## config.mk

```make
export PLATFORM = sky130hd
export DESIGN_NAME = reset_timeout_sequencer
export DESIGN_NICKNAME = d
export VERILOG_FILES = /design/src/rtl/rts_pkg.sv /design/src/rtl/reset_timeout_sequencer.sv
export VERILOG_INCLUDE_DIRS = /design/src /design/src/rtl
export SDC_FILE = /design/constraint.sdc
export NUM_CORES = 1
export LEC_CHECK = 0
export ABC_CLOCK_PERIOD_IN_PS = 3370
export BUFFER_PORTS_ARGS = -buffer_cell sky130_fd_sc_hd__buf_2
export CAP_MARGIN = 40
export CORE_ASPECT_RATIO = 0.8
export CORE_MARGIN = 10
export CORE_UTILIZATION = 41
export CTS_BUF_LIST = sky130_fd_sc_hd__clkbuf_2
export CTS_CLUSTER_DIAMETER = 200
export CTS_CLUSTER_SIZE = 10
export DETAILED_ROUTE_END_ITERATION = 10
export HOLD_SLACK_MARGIN = 0.03
export PLACE_DENSITY_LB_ADDON = 0.15
export SLEW_MARGIN = 40
export SYNTH_ARGS = -nofsm -noshare
export SYNTH_HDL_FRONTEND = slang
export SYNTH_SLANG_ARGS = --single-unit
```

## constraint.sdc

```tcl
create_clock -name aclk -period 3.37 [get_ports aclk]
set_input_delay 0.674 -clock aclk [delete_from_list [all_inputs] [get_ports aclk]]
set_output_delay 0.674 -clock aclk [all_outputs]
set_load 0.01 [all_outputs]
```

## src/rtl/rts_params.svh

```systemverilog
// constants of the reset time-out sequencer
// assumes a 50 MHz core clock and a 32-bit axi4-lite slave port
`ifndef RTS_PARAMS_SVH
`define RTS_PARAMS_SVH

// register indices; byte address is four times the index
`define RTS_STATUS_IDX 10'h003
`define RTS_POWER_CONTROL_REG_IDX 10'h08e
`define RTS_EVT_IDX 10'h090
`define RTS_MASK_IDX 10'h091
`define RTS_ADDR_W 12

// field positions
`define RTS_ST_TO 4
`define RTS_ST_PD 3
`define RTS_POWER_CONTROL_REG_POR 1
`define RTS_POWER_CONTROL_REG_BOR 0

// reset values
`define RTS_STATUS_POR 8'h18
`define RTS_POWER_CONTROL_REG_RST 2'h0

// event bits
`define RTS_EV_POR 0
`define RTS_EV_BOR 1
`define RTS_EV_PIN 2
`define RTS_EV_WDT 3
`define RTS_EV_WAKE 4
`define RTS_EV_REL 5
`define RTS_EV_W 6

// timing
`define RTS_CLK_MHZ 50
`define RTS_POWERUP_DELAY_TIMER_TIME_US 64000
`define RTS_POWERUP_DELAY_TIMER_CYCLES (`RTS_POWERUP_DELAY_TIMER_TIME_US * `RTS_CLK_MHZ)
`define RTS_OST_PERIODS 1024
`define RTS_POWERUP_DELAY_TIMER_CNT_W 32
`define RTS_OST_CNT_W 11

`endif

```

## src/rtl/rts_pkg.sv

```systemverilog
// types of the reset time-out sequencer
// assumes rts_params.svh is on the include path
`default_nettype none
`include "rts_params.svh"

package rts_pkg;

  typedef enum logic [2:0] {
    OSC_LP = 3'h0, OSC_XT = 3'h1, OSC_HS = 3'h2, OSC_EC = 3'h3,
    OSC_INTIO = 3'h4, OSC_INT = 3'h5, OSC_RCIO = 3'h6, OSC_RC = 3'h7
  } osc_mode_e;

  typedef enum logic [3:0] {
    S_RUN = 4'h1, S_SRC = 4'h2, S_POWERUP_DELAY_TIMER = 4'h4, S_OST = 4'h8
  } seq_state_e;

  typedef enum logic [2:0] {
    SEL_NONE, SEL_STATUS, SEL_POWER_CONTROL_REG, SEL_EVT, SEL_MASK
  } reg_sel_e;

  typedef struct packed {
    osc_mode_e osc_mode;
    logic powerup_delay_disable;
    logic [1:0] brownout_mode_select;
  } cfg_s;

  typedef struct packed {
    logic wdt_timeout;
    logic wake_irq;
    logic sleep_active;
  } core_ev_s;

  typedef struct packed {
    logic [1:0] por_s;
    logic [1:0] bor_s;
    logic [1:0] pin_s;
    logic [1:0] osc_s;
    logic por_prev;
    logic bor_prev;
    logic pin_prev;
    logic osc_prev;
    seq_state_e state;
    logic cause_pwr;
    logic wake_seq;
    logic [`RTS_POWERUP_DELAY_TIMER_CNT_W-1:0] powerup_delay_timer_cnt;
    logic [`RTS_OST_CNT_W-1:0] ost_cnt;
    logic core_reset;
    logic pc_advance;
    logic [7:0] status;
    logic [1:0] power_control_reg;
    logic [`RTS_EV_W-1:0] evt;
    logic [`RTS_EV_W-1:0] mask;
    logic aw_got;
    logic [`RTS_ADDR_W-1:0] aw_addr;
    logic w_got;
    logic [7:0] wdata;
    logic wstrb0;
    logic bvalid;
    logic [1:0] bresp;
    logic rvalid;
    logic [7:0] rdata;
    logic [1:0] rresp;
  } st_s;

endpackage

`default_nettype wire

```

## src/rtl/reset_timeout_sequencer.sv

```systemverilog
// reset time-out sequencer with reset-cause flags and axi4-lite registers
// assumes async pin-side inputs, core events on aclk, one register bus master
//
// Summary of operation
// - power-up delay starts only after the power-on pulse ends; core held in reset
// - oscillator start-up count follows the power-up delay; core released when done
// - external clock mode with delay disabled applies no time-out at all
// - time-outs run despite reset pin; pin release then starts core at once
// - crystal modes: delay plus 1024 periods, or 1024 alone, also on wake
// - rc, external clock, internal modes: delay only if enabled, none on wake
// - power control register at index 8eh: power-on bit 1, brown-out bit 0
// - brown-out reset clears brown-out flag; software sets it afterwards
// - brown-out mode 00 disables the detector; its flag is not relied on
// - power-on reset clears power-on flag; other resets leave it alone
// - software may write power-on flag to one; it holds until power-on
// - reset cause encoded in power-on, brown-out, timeout and power-down flags
// - status loads 0001 1xxx on power-on and 000q quuu on other resets
// - wake from sleep keeps registers except cause flags; pc advances by one
// - power-up delay is a fixed 64 ms after power-on or brown-out only
// - brown-out during the delay returns to reset and restarts the delay
`default_nettype none
`include "rts_params.svh"

module reset_timeout_sequencer
  import rts_pkg::*;
#(
  parameter int unsigned POWERUP_DELAY_TIMER_CYCLES = `RTS_POWERUP_DELAY_TIMER_CYCLES,
  parameter int unsigned OST_PERIODS = `RTS_OST_PERIODS
)(
  // clock, reset, enable
  input wire logic aclk,
  input wire logic aresetn,
  input wire logic clk_en,
  // asynchronous reset sources and oscillator
  input wire logic por_active,
  input wire logic brownout_det,
  input wire logic external_reset_pin_n,
  input wire logic osc_tick,
  // configuration and core events
  input wire cfg_s cfg,
  input wire core_ev_s core_ev,
  // sequencer outputs
  output logic core_reset,
  output logic core_stall,
  output logic pc_advance,
  output logic irq,
  // axi4-lite write
  input wire logic [`RTS_ADDR_W-1:0] awaddr,
  input wire logic awvalid,
  output logic awready,
  input wire logic [31:0] wdata,
  input wire logic [3:0] wstrb,
  input wire logic wvalid,
  output logic wready,
  output logic [1:0] bresp,
  output logic bvalid,
  input wire logic bready,
  // axi4-lite read
  input wire logic [`RTS_ADDR_W-1:0] araddr,
  input wire logic arvalid,
  output logic arready,
  output logic [31:0] rdata,
  output logic [1:0] rresp,
  output logic rvalid,
  input wire logic rready
);

  localparam logic [`RTS_POWERUP_DELAY_TIMER_CNT_W-1:0] POWERUP_DELAY_TIMER_LAST = `RTS_POWERUP_DELAY_TIMER_CNT_W'(POWERUP_DELAY_TIMER_CYCLES - 1);
  localparam logic [`RTS_OST_CNT_W-1:0] OST_LAST = `RTS_OST_CNT_W'(OST_PERIODS - 1);
  localparam logic [1:0] RESP_OK = 2'h0;
  localparam logic [1:0] RESP_ERR = 2'h2;

  ////////////////////////////////////////////////////////////////////////////
  // helpers

  function automatic logic is_crystal(input osc_mode_e m);
    is_crystal = (m == OSC_LP) || (m == OSC_XT) || (m == OSC_HS);
  endfunction

  function automatic reg_sel_e decode(input logic [`RTS_ADDR_W-1:0] a);
    if (a == {`RTS_STATUS_IDX, 2'h0})
      decode = SEL_STATUS;
    else if (a == {`RTS_POWER_CONTROL_REG_IDX, 2'h0})
      decode = SEL_POWER_CONTROL_REG;
    else if (a == {`RTS_EVT_IDX, 2'h0})
      decode = SEL_EVT;
    else if (a == {`RTS_MASK_IDX, 2'h0})
      decode = SEL_MASK;
    else
      decode = SEL_NONE;
  endfunction

  ////////////////////////////////////////////////////////////////////////////
  // state

  localparam st_s ST_RESET = '{
    state: S_SRC,
    cause_pwr: 1'b1,
    // the pin idles high; starting its stages high keeps a false edge away after reset
    pin_s: 2'h3,
    pin_prev: 1'b1,
    core_reset: 1'b1,
    status: `RTS_STATUS_POR,
    power_control_reg: `RTS_POWER_CONTROL_REG_RST,
    default: '0
  };

  st_s st_q;
  st_s st_d;

  logic por_rise;
  logic bor_on;
  logic bor_rise;
  logic pin_fall;
  logic osc_rise;
  logic wdt_rst;
  logic wdt_wake;
  logic irq_wake;
  logic crystal;
  logic aw_take;
  logic w_take;
  logic [`RTS_EV_W-1:0] ev_set;
  logic [`RTS_EV_W-1:0] ev_clr;
  reg_sel_e wsel;
  reg_sel_e rsel;

  always_comb
  begin
    st_d = st_q;
    por_rise = 1'b0;
    bor_on = 1'b0;
    bor_rise = 1'b0;
    pin_fall = 1'b0;
    osc_rise = 1'b0;
    wdt_rst = 1'b0;
    wdt_wake = 1'b0;
    irq_wake = 1'b0;
    crystal = is_crystal(cfg.osc_mode);
    aw_take = 1'b0;
    w_take = 1'b0;
    ev_set = '0;
    ev_clr = '0;
    wsel = SEL_NONE;
    rsel = SEL_NONE;
    if (clk_en)
    begin
      st_d.pc_advance = 1'b0;

      // synchronisers; edge logic reads only the second stage
      st_d.por_s = {st_q.por_s[0], por_active};
      st_d.bor_s = {st_q.bor_s[0], brownout_det};
      st_d.pin_s = {st_q.pin_s[0], external_reset_pin_n};
      st_d.osc_s = {st_q.osc_s[0], osc_tick};
      st_d.por_prev = st_q.por_s[1];
      st_d.pin_prev = st_q.pin_s[1];
      st_d.osc_prev = st_q.osc_s[1];

      // detector disabled in mode 00, so it neither resets nor flags
      bor_on = st_q.bor_s[1] && (cfg.brownout_mode_select != 2'h0);
      st_d.bor_prev = bor_on;
      por_rise = st_q.por_s[1] && !st_q.por_prev;
      bor_rise = bor_on && !st_q.bor_prev;
      pin_fall = !st_q.pin_s[1] && st_q.pin_prev;
      osc_rise = st_q.osc_s[1] && !st_q.osc_prev;
      wdt_rst = core_ev.wdt_timeout && !core_ev.sleep_active && (st_q.state == S_RUN);
      wdt_wake = core_ev.wdt_timeout && core_ev.sleep_active && (st_q.state == S_RUN);
      irq_wake = core_ev.wake_irq && core_ev.sleep_active && (st_q.state == S_RUN) && !wdt_wake;

      //////////////////////////////////////////////////////////////////////
      // time-out sequence

      if (st_q.por_s[1] || bor_on)
      begin
        // a brown-out mid-delay lands here and the delay starts over
        st_d.state = S_SRC;
        st_d.cause_pwr = 1'b1;
        st_d.wake_seq = 1'b0;
      end
      else
      begin
        case (st_q.state)
          S_SRC:
          begin
            // pin level is ignored here so time-outs overlap a held pin
            if (!st_q.cause_pwr)
              st_d.state = S_RUN;
            else if (!cfg.powerup_delay_disable)
            begin
              st_d.state = S_POWERUP_DELAY_TIMER;
              st_d.powerup_delay_timer_cnt = '0;
            end
            else if (crystal)
            begin
              st_d.state = S_OST;
              st_d.ost_cnt = '0;
            end
            else
              st_d.state = S_RUN;
          end
          S_POWERUP_DELAY_TIMER:
          begin
            if (st_q.powerup_delay_timer_cnt == POWERUP_DELAY_TIMER_LAST)
            begin
              st_d.ost_cnt = '0;
              st_d.state = crystal ? S_OST : S_RUN;
            end
            else
              st_d.powerup_delay_timer_cnt = st_q.powerup_delay_timer_cnt + 1'b1;
          end
          S_OST:
          begin
            if (osc_rise)
            begin
              if (st_q.ost_cnt == OST_LAST)
              begin
                st_d.state = S_RUN;
                st_d.wake_seq = 1'b0;
                st_d.pc_advance = st_q.wake_seq;
                st_d.cause_pwr = 1'b0;
              end
              else
                st_d.ost_cnt = st_q.ost_cnt + 1'b1;
            end
          end
          S_RUN:
          begin
            if (wdt_rst)
            begin
              st_d.state = S_SRC;
              st_d.cause_pwr = 1'b0;
            end
            else if (wdt_wake || irq_wake)
            begin
              if (crystal)
              begin
                // wake stalls the core without resetting it
                st_d.state = S_OST;
                st_d.ost_cnt = '0;
                st_d.wake_seq = 1'b1;
              end
              else
                st_d.pc_advance = 1'b1;
            end
            else
              st_d.cause_pwr = 1'b0;
          end
          default:
            st_d.state = S_SRC;
        endcase
      end

      // a low pin only gates release; it never restarts the time-outs
      st_d.core_reset = (st_d.state == S_SRC) || (st_d.state == S_POWERUP_DELAY_TIMER) ||
                        ((st_d.state == S_OST) && !st_d.wake_seq) ||
                        !st_q.pin_s[1];

      //////////////////////////////////////////////////////////////////////
      // bus write channel

      if (st_q.bvalid && bready)
        st_d.bvalid = 1'b0;
      aw_take = awvalid && !st_q.aw_got && !st_q.bvalid;
      w_take = wvalid && !st_q.w_got && !st_q.bvalid;
      if (aw_take)
      begin
        st_d.aw_got = 1'b1;
        st_d.aw_addr = awaddr;
      end
      if (w_take)
      begin
        st_d.w_got = 1'b1;
        st_d.wdata = wdata[7:0];
        st_d.wstrb0 = wstrb[0];
      end
      if (st_d.aw_got && st_d.w_got && !st_q.bvalid)
      begin
        wsel = decode(st_d.aw_addr);
        st_d.aw_got = 1'b0;
        st_d.w_got = 1'b0;
        st_d.bvalid = 1'b1;
        st_d.bresp = (wsel == SEL_NONE) ? RESP_ERR : RESP_OK;
        if (st_d.wstrb0)
        begin
          if (wsel == SEL_STATUS)
          begin
            // timeout and power-down bits are hardware-owned
            st_d.status[7:5] = st_d.wdata[7:5];
            st_d.status[2:0] = st_d.wdata[2:0];
          end
          else if (wsel == SEL_POWER_CONTROL_REG)
            st_d.power_control_reg = st_d.wdata[1:0];
          else if (wsel == SEL_EVT)
            ev_clr = st_d.wdata[`RTS_EV_W-1:0];
          else if (wsel == SEL_MASK)
            st_d.mask = st_d.wdata[`RTS_EV_W-1:0];
        end
      end

      //////////////////////////////////////////////////////////////////////
      // reset-cause flags; hardware updates win over software writes

      if (pin_fall)
      begin
        st_d.status[7:5] = 3'h0;
        if (core_ev.sleep_active)
        begin
          st_d.status[`RTS_ST_TO] = 1'b1;
          st_d.status[`RTS_ST_PD] = 1'b0;
        end
        ev_set[`RTS_EV_PIN] = 1'b1;
      end
      if (wdt_rst)
      begin
        st_d.status[7:5] = 3'h0;
        st_d.status[`RTS_ST_TO] = 1'b0;
        ev_set[`RTS_EV_WDT] = 1'b1;
      end
      if (wdt_wake)
      begin
        st_d.status[`RTS_ST_TO] = 1'b0;
        st_d.status[`RTS_ST_PD] = 1'b0;
        ev_set[`RTS_EV_WAKE] = 1'b1;
      end
      if (irq_wake)
      begin
        st_d.status[`RTS_ST_TO] = 1'b1;
        st_d.status[`RTS_ST_PD] = 1'b0;
        ev_set[`RTS_EV_WAKE] = 1'b1;
      end
      if (bor_rise)
      begin
        st_d.status[7:5] = 3'h0;
        st_d.status[`RTS_ST_TO] = 1'b1;
        st_d.status[`RTS_ST_PD] = 1'b1;
        st_d.power_control_reg[`RTS_POWER_CONTROL_REG_BOR] = 1'b0;
        ev_set[`RTS_EV_BOR] = 1'b1;
      end
      if (por_rise)
      begin
        st_d.status = `RTS_STATUS_POR;
        st_d.power_control_reg[`RTS_POWER_CONTROL_REG_POR] = 1'b0;
        ev_set[`RTS_EV_POR] = 1'b1;
      end
      ev_set[`RTS_EV_REL] = st_q.core_reset && !st_d.core_reset;
      st_d.evt = (st_q.evt & ~ev_clr) | ev_set;

      //////////////////////////////////////////////////////////////////////
      // bus read channel

      if (st_q.rvalid && rready)
        st_d.rvalid = 1'b0;
      if (arvalid && !st_q.rvalid)
      begin
        rsel = decode(araddr);
        st_d.rvalid = 1'b1;
        st_d.rresp = (rsel == SEL_NONE) ? RESP_ERR : RESP_OK;
        st_d.rdata = 8'h00;
        if (rsel == SEL_STATUS)
          st_d.rdata = st_q.status;
        else if (rsel == SEL_POWER_CONTROL_REG)
          st_d.rdata = {6'h00, st_q.power_control_reg};
        else if (rsel == SEL_EVT)
          st_d.rdata = {2'h0, st_q.evt};
        else if (rsel == SEL_MASK)
          st_d.rdata = {2'h0, st_q.mask};
      end
    end
  end

  always_ff @(posedge aclk)
  begin
    if (!aresetn)
      st_q <= ST_RESET;
    else
      st_q <= st_d;
  end

  ////////////////////////////////////////////////////////////////////////////
  // outputs

  assign core_reset = st_q.core_reset;
  assign core_stall = (st_q.state != S_RUN);
  assign pc_advance = st_q.pc_advance;
  assign irq = |(st_q.evt & st_q.mask);
  // readies drop with clk_en so nothing is accepted while frozen
  assign awready = clk_en && !st_q.aw_got && !st_q.bvalid;
  assign wready = clk_en && !st_q.w_got && !st_q.bvalid;
  assign bvalid = st_q.bvalid;
  assign bresp = st_q.bresp;
  assign arready = clk_en && !st_q.rvalid;
  assign rvalid = st_q.rvalid;
  assign rresp = st_q.rresp;
  assign rdata = {24'h000000, st_q.rdata};

endmodule // reset_timeout_sequencer

`default_nettype wire

```

==> qor_table.md <==
| Parameter | Value |
|---|---|
| Worst-case vdd ir drop | 0.234 mV |
| Setup TNS after final layout | 0 ps |
| Cts bufs inserted | 17 |
| Area share of the largest cell type after synthesis | 37.6% |
| Synthesized area divided by synthesized cell count | 8.12 um^2 |
| Max Freq | 347 MHz |
| Power density over cell area | 395 nW/um^2 |
| Remaining routing DRC violations | 0 |
| Sw power | 0.821 mW |
| Final cell utilization of the core | 45.9% |
| Area occupied by multi-input gates | 3590 um^2 |
| Pins Over Slew Limit | 0 |
| Row cnt | 40 |
| Layout overhead on the synthesized area | 9.11% |
| Global-route usage over all layers | 15.4% |
| Port buffer count | 72 |
| Count of distinct cell types in the synthesized netlist | 69 |
| Dominant cells by area after synthesis | dfxtp_1 38%, nand2_1 5.4%, mux2i_1 4.9% |
| I/O pin cnt | 126 |
| Maxcap violations | 0 |
| Most frequent cell after synthesis | dfxtp_1 |
| Largest driver fanout on the critical path | 44 |
| Post-CTS clock slew at the launch and capture registers of the worst setup and hold paths | 190 ps |
| Launching element type of the critical path | flop |
| Final Hold Vio Count | 0 |
| Placement Setup Slack | 461 ps |
| Layout Skew | 28.1 ps |
| Headroom to the max-slew limit | 49.2% |
| Post-CTS Hold Fix Bufs | 0 |
| Area of the die | 21000 um^2 |
| Detailed-route via count | 6005 |
| Final cycle utilization of the critical path | 85.5% |
| Final worst slack | 490 ps |
| DRC marker count from the first detailed-route iteration | 414 |
| Drt wl/cell | 16.2 um |
| Clk pwr share | 32.0% |
| Via density | 5.68 |
| Final #Nets | 920 |
| TritonCTS clock tree | done |
| Number of global-route vias before repair | 5506 |
| CTS Root Cell | clkbuf_2 |
| Antenna violations before repair | 0 |
| Internal power | 1.93 mW |
| Worst slack on hold paths | 193 ps |
| Hold endpoint | st_q[116]$_SDFFE_PN1P_ |
| Post-DP HPWL | 12.5 mm |
| Final ANT Viol Nets | 0 |
| Post-route minimum period | 2880 ps |
| Pin count of the biggest net entering global routing | 52 |
| Setup Viol. Count Final | 0 |
| FILL cells | 1489 |
| Final weighted congestion in routability-driven placement | 0.809 |
| Number of gates given a new drive strength after cts | 0 |
| Run status | finished, final reports clean |
| Initial DRT Pass Iterations | 6 |
| Portion of the post-synthesis area used by sequential elements | 37.6% |
| Number of setup buffers added after CTS | 0 |
| Type of the most critical hold path | in -> reg |
| Clock Path Buffers | 2 |
| Synthesis warning total | 0 |
| Instance count along the most critical hold path | 3 |
| Post-synthesis async set-or-reset flop share | 0% |
| Leakage component of the power | 2.59 nW |
| Latest clock arrival within the worst-skew pair | 700 ps |
| Worst Setup End Kind | flop |
| Mapped Cells | 786 |
| Fraction of power consumed by sequential logic | 54.4% |
| Startpoint of the lowest-slack register-to-register path | st_q[107]$_SDFFE_PN1P_ |
| Required time at the worst-slack endpoint | 4020 ps |
| Die W | 160 um |
| Flops & latches, synth | 120 |
| Initial core utilization | 42.1% |
| Fraction of power spent switching nets | 29.8% |
| Endpoint arrival time on the critical path | 3530 ps |
| Logic pwr share | 13.6% |
| Area occupied by registers | 2400 um^2 |
| Startpoint of the tightest hold check path | external_reset_pin_n |
| Final wirelength | 17.1 mm |
| Source of the critical timing path | st_q[107]$_SDFFE_PN1P_ |
| H-tree levels | 4 |
| Post-synth top area cell | dfxtp_1 |
| Most common library cells after synthesis | 120 x dfxtp_1, 91 x nand2_1, 69 x nor2_1, 57 x a21oi_1, 36 x buf_4 |
| Actual slew at the worst max-slew pin | 755 ps |
| R2R cell count | 6 |
| Synthesized cell area | 6380 um^2 |
| Setup repair after global routing missed its margin | no |
| Number of clock sinks seen by CTS | 120 |
| Capture point of the worst reg-to-reg path | st_q[88]$_SDFFE_PN0P_ |
| Fraction of final layout cells with drive strength greater than 1 | 16.5% |
| WS Path Type | reg -> reg |
| Core Footprint | 15200 um^2 |
| Wire length of the first global-routing pass | 27.3 mm |
| Antenna Cells | 0 |
| Number of enable-type register cells in the synthesized netlist | 0 |
| Top_reg_cell synth | dfxtp_1 |
| Flop2flop setup slack | 490 ps |
| GRT Residual Overflow | 0 |
| Die extent in y | 132 um |
-- area by class of cell --
type	count	share of cell area, %
clock buffers	20	1.44
inverters	11	0.593
repair buffers	86	6.68
flip-flops and latches	120	34.5
well taps	210	3.77
clock inverters	10	1.53
multi-input cells	601	51.5
-- critical path, stage by stage (launching register included) --
cell	delay, ps
dfxtp_1	600
nor4b_2	420
nand3b_2	300
a211o_1	460
a21o_4	350
or4_1	540
a21oi_1	160
-- per-layer routing --
layer  vias to the layer above  share of wire [%]  wire length [um]  global-route usage [%]
met1                      2817                 50              8510                    21.5
met3                        19                7.2              1230                    4.37
met2                       220                 42              7160                    22.0
met4                         0                1.3               225                    5.14
li1                       2949                  -                 -                       -
met5                         -                  0                 0                       0
-- power by group through the flow --
stage	registers [mW]	logic, mW	clock network, mW
after global placement	1.52	0.366	0
after detailed placement	1.52	0.373	0
after floorplan	1.51	0.292	0
after CTS	1.49	0.375	0.894
after global routing	1.50	0.416	0.963
final	1.50	0.375	0.881
-- kinds of logic after synthesis --
kind of cell | after synthesis | synth area share [%]
buf+inv | 90 | 7.72
flops | 120 | 37.6
xor+xnor | 4 | 0.549
simple gates | 353 | 29.5
other cells | 1 | 0.0587
compound gates | 177 | 17.9
fa+ha+maj | 2 | 0.392
mux | 39 | 6.27
-- worst max-delay path by stage --
stage / end / depth (start not counted)
2_1_floorplan: st_q[52]$_SDFFE_PN0P_ / 7
3_3_place_gp: st_q[88]$_SDFFE_PN0P_ / 8
3_5_place_dp: st_q[68]$_SDFFE_PN0P_ / 7
4_1_cts: st_q[88]$_SDFFE_PN0P_ / 6
5_1_grt: st_q[91]$_SDFFE_PN0P_ / 6
6_report: st_q[88]$_SDFFE_PN0P_ / 6
-- placed cells by master (no fill, tap or decap), types with 12 or more instances in the layout --
master and instances:
a21oi_1 57, nor2_1 69, and3_1 16, o211ai_1 12, clkbuf_2 20, mux2i_1 31
conb_1 26, nor4_1 12, nand4_1 19, nand3b_1 13, buf_4 14, or3_1 14
nand2_1 91, nand3_1 34, dfxtp_1 120, buf_2 72, a211oi_1 13, o21ai_0 28
nor3_1 21
-- flip-flops by register name, summed over array words and instances, names as in the netlist --
name	cells
bresp	1
bvalid	1
core_reset	1
pc_advance	1
rdata	8
rresp	1
rvalid	1
st_q	106
-- stage by stage --
step	area (um^2)	total power, mW	std cells
after CTS	6970	2.76	1058
after floorplan	6480	1.80	811
after global placement	6760	1.89	1028
after global routing	6970	2.88	1058
after detailed placement	6760	1.90	1028
final	6970	2.75	1058
(Power assumes the default switching activity.)
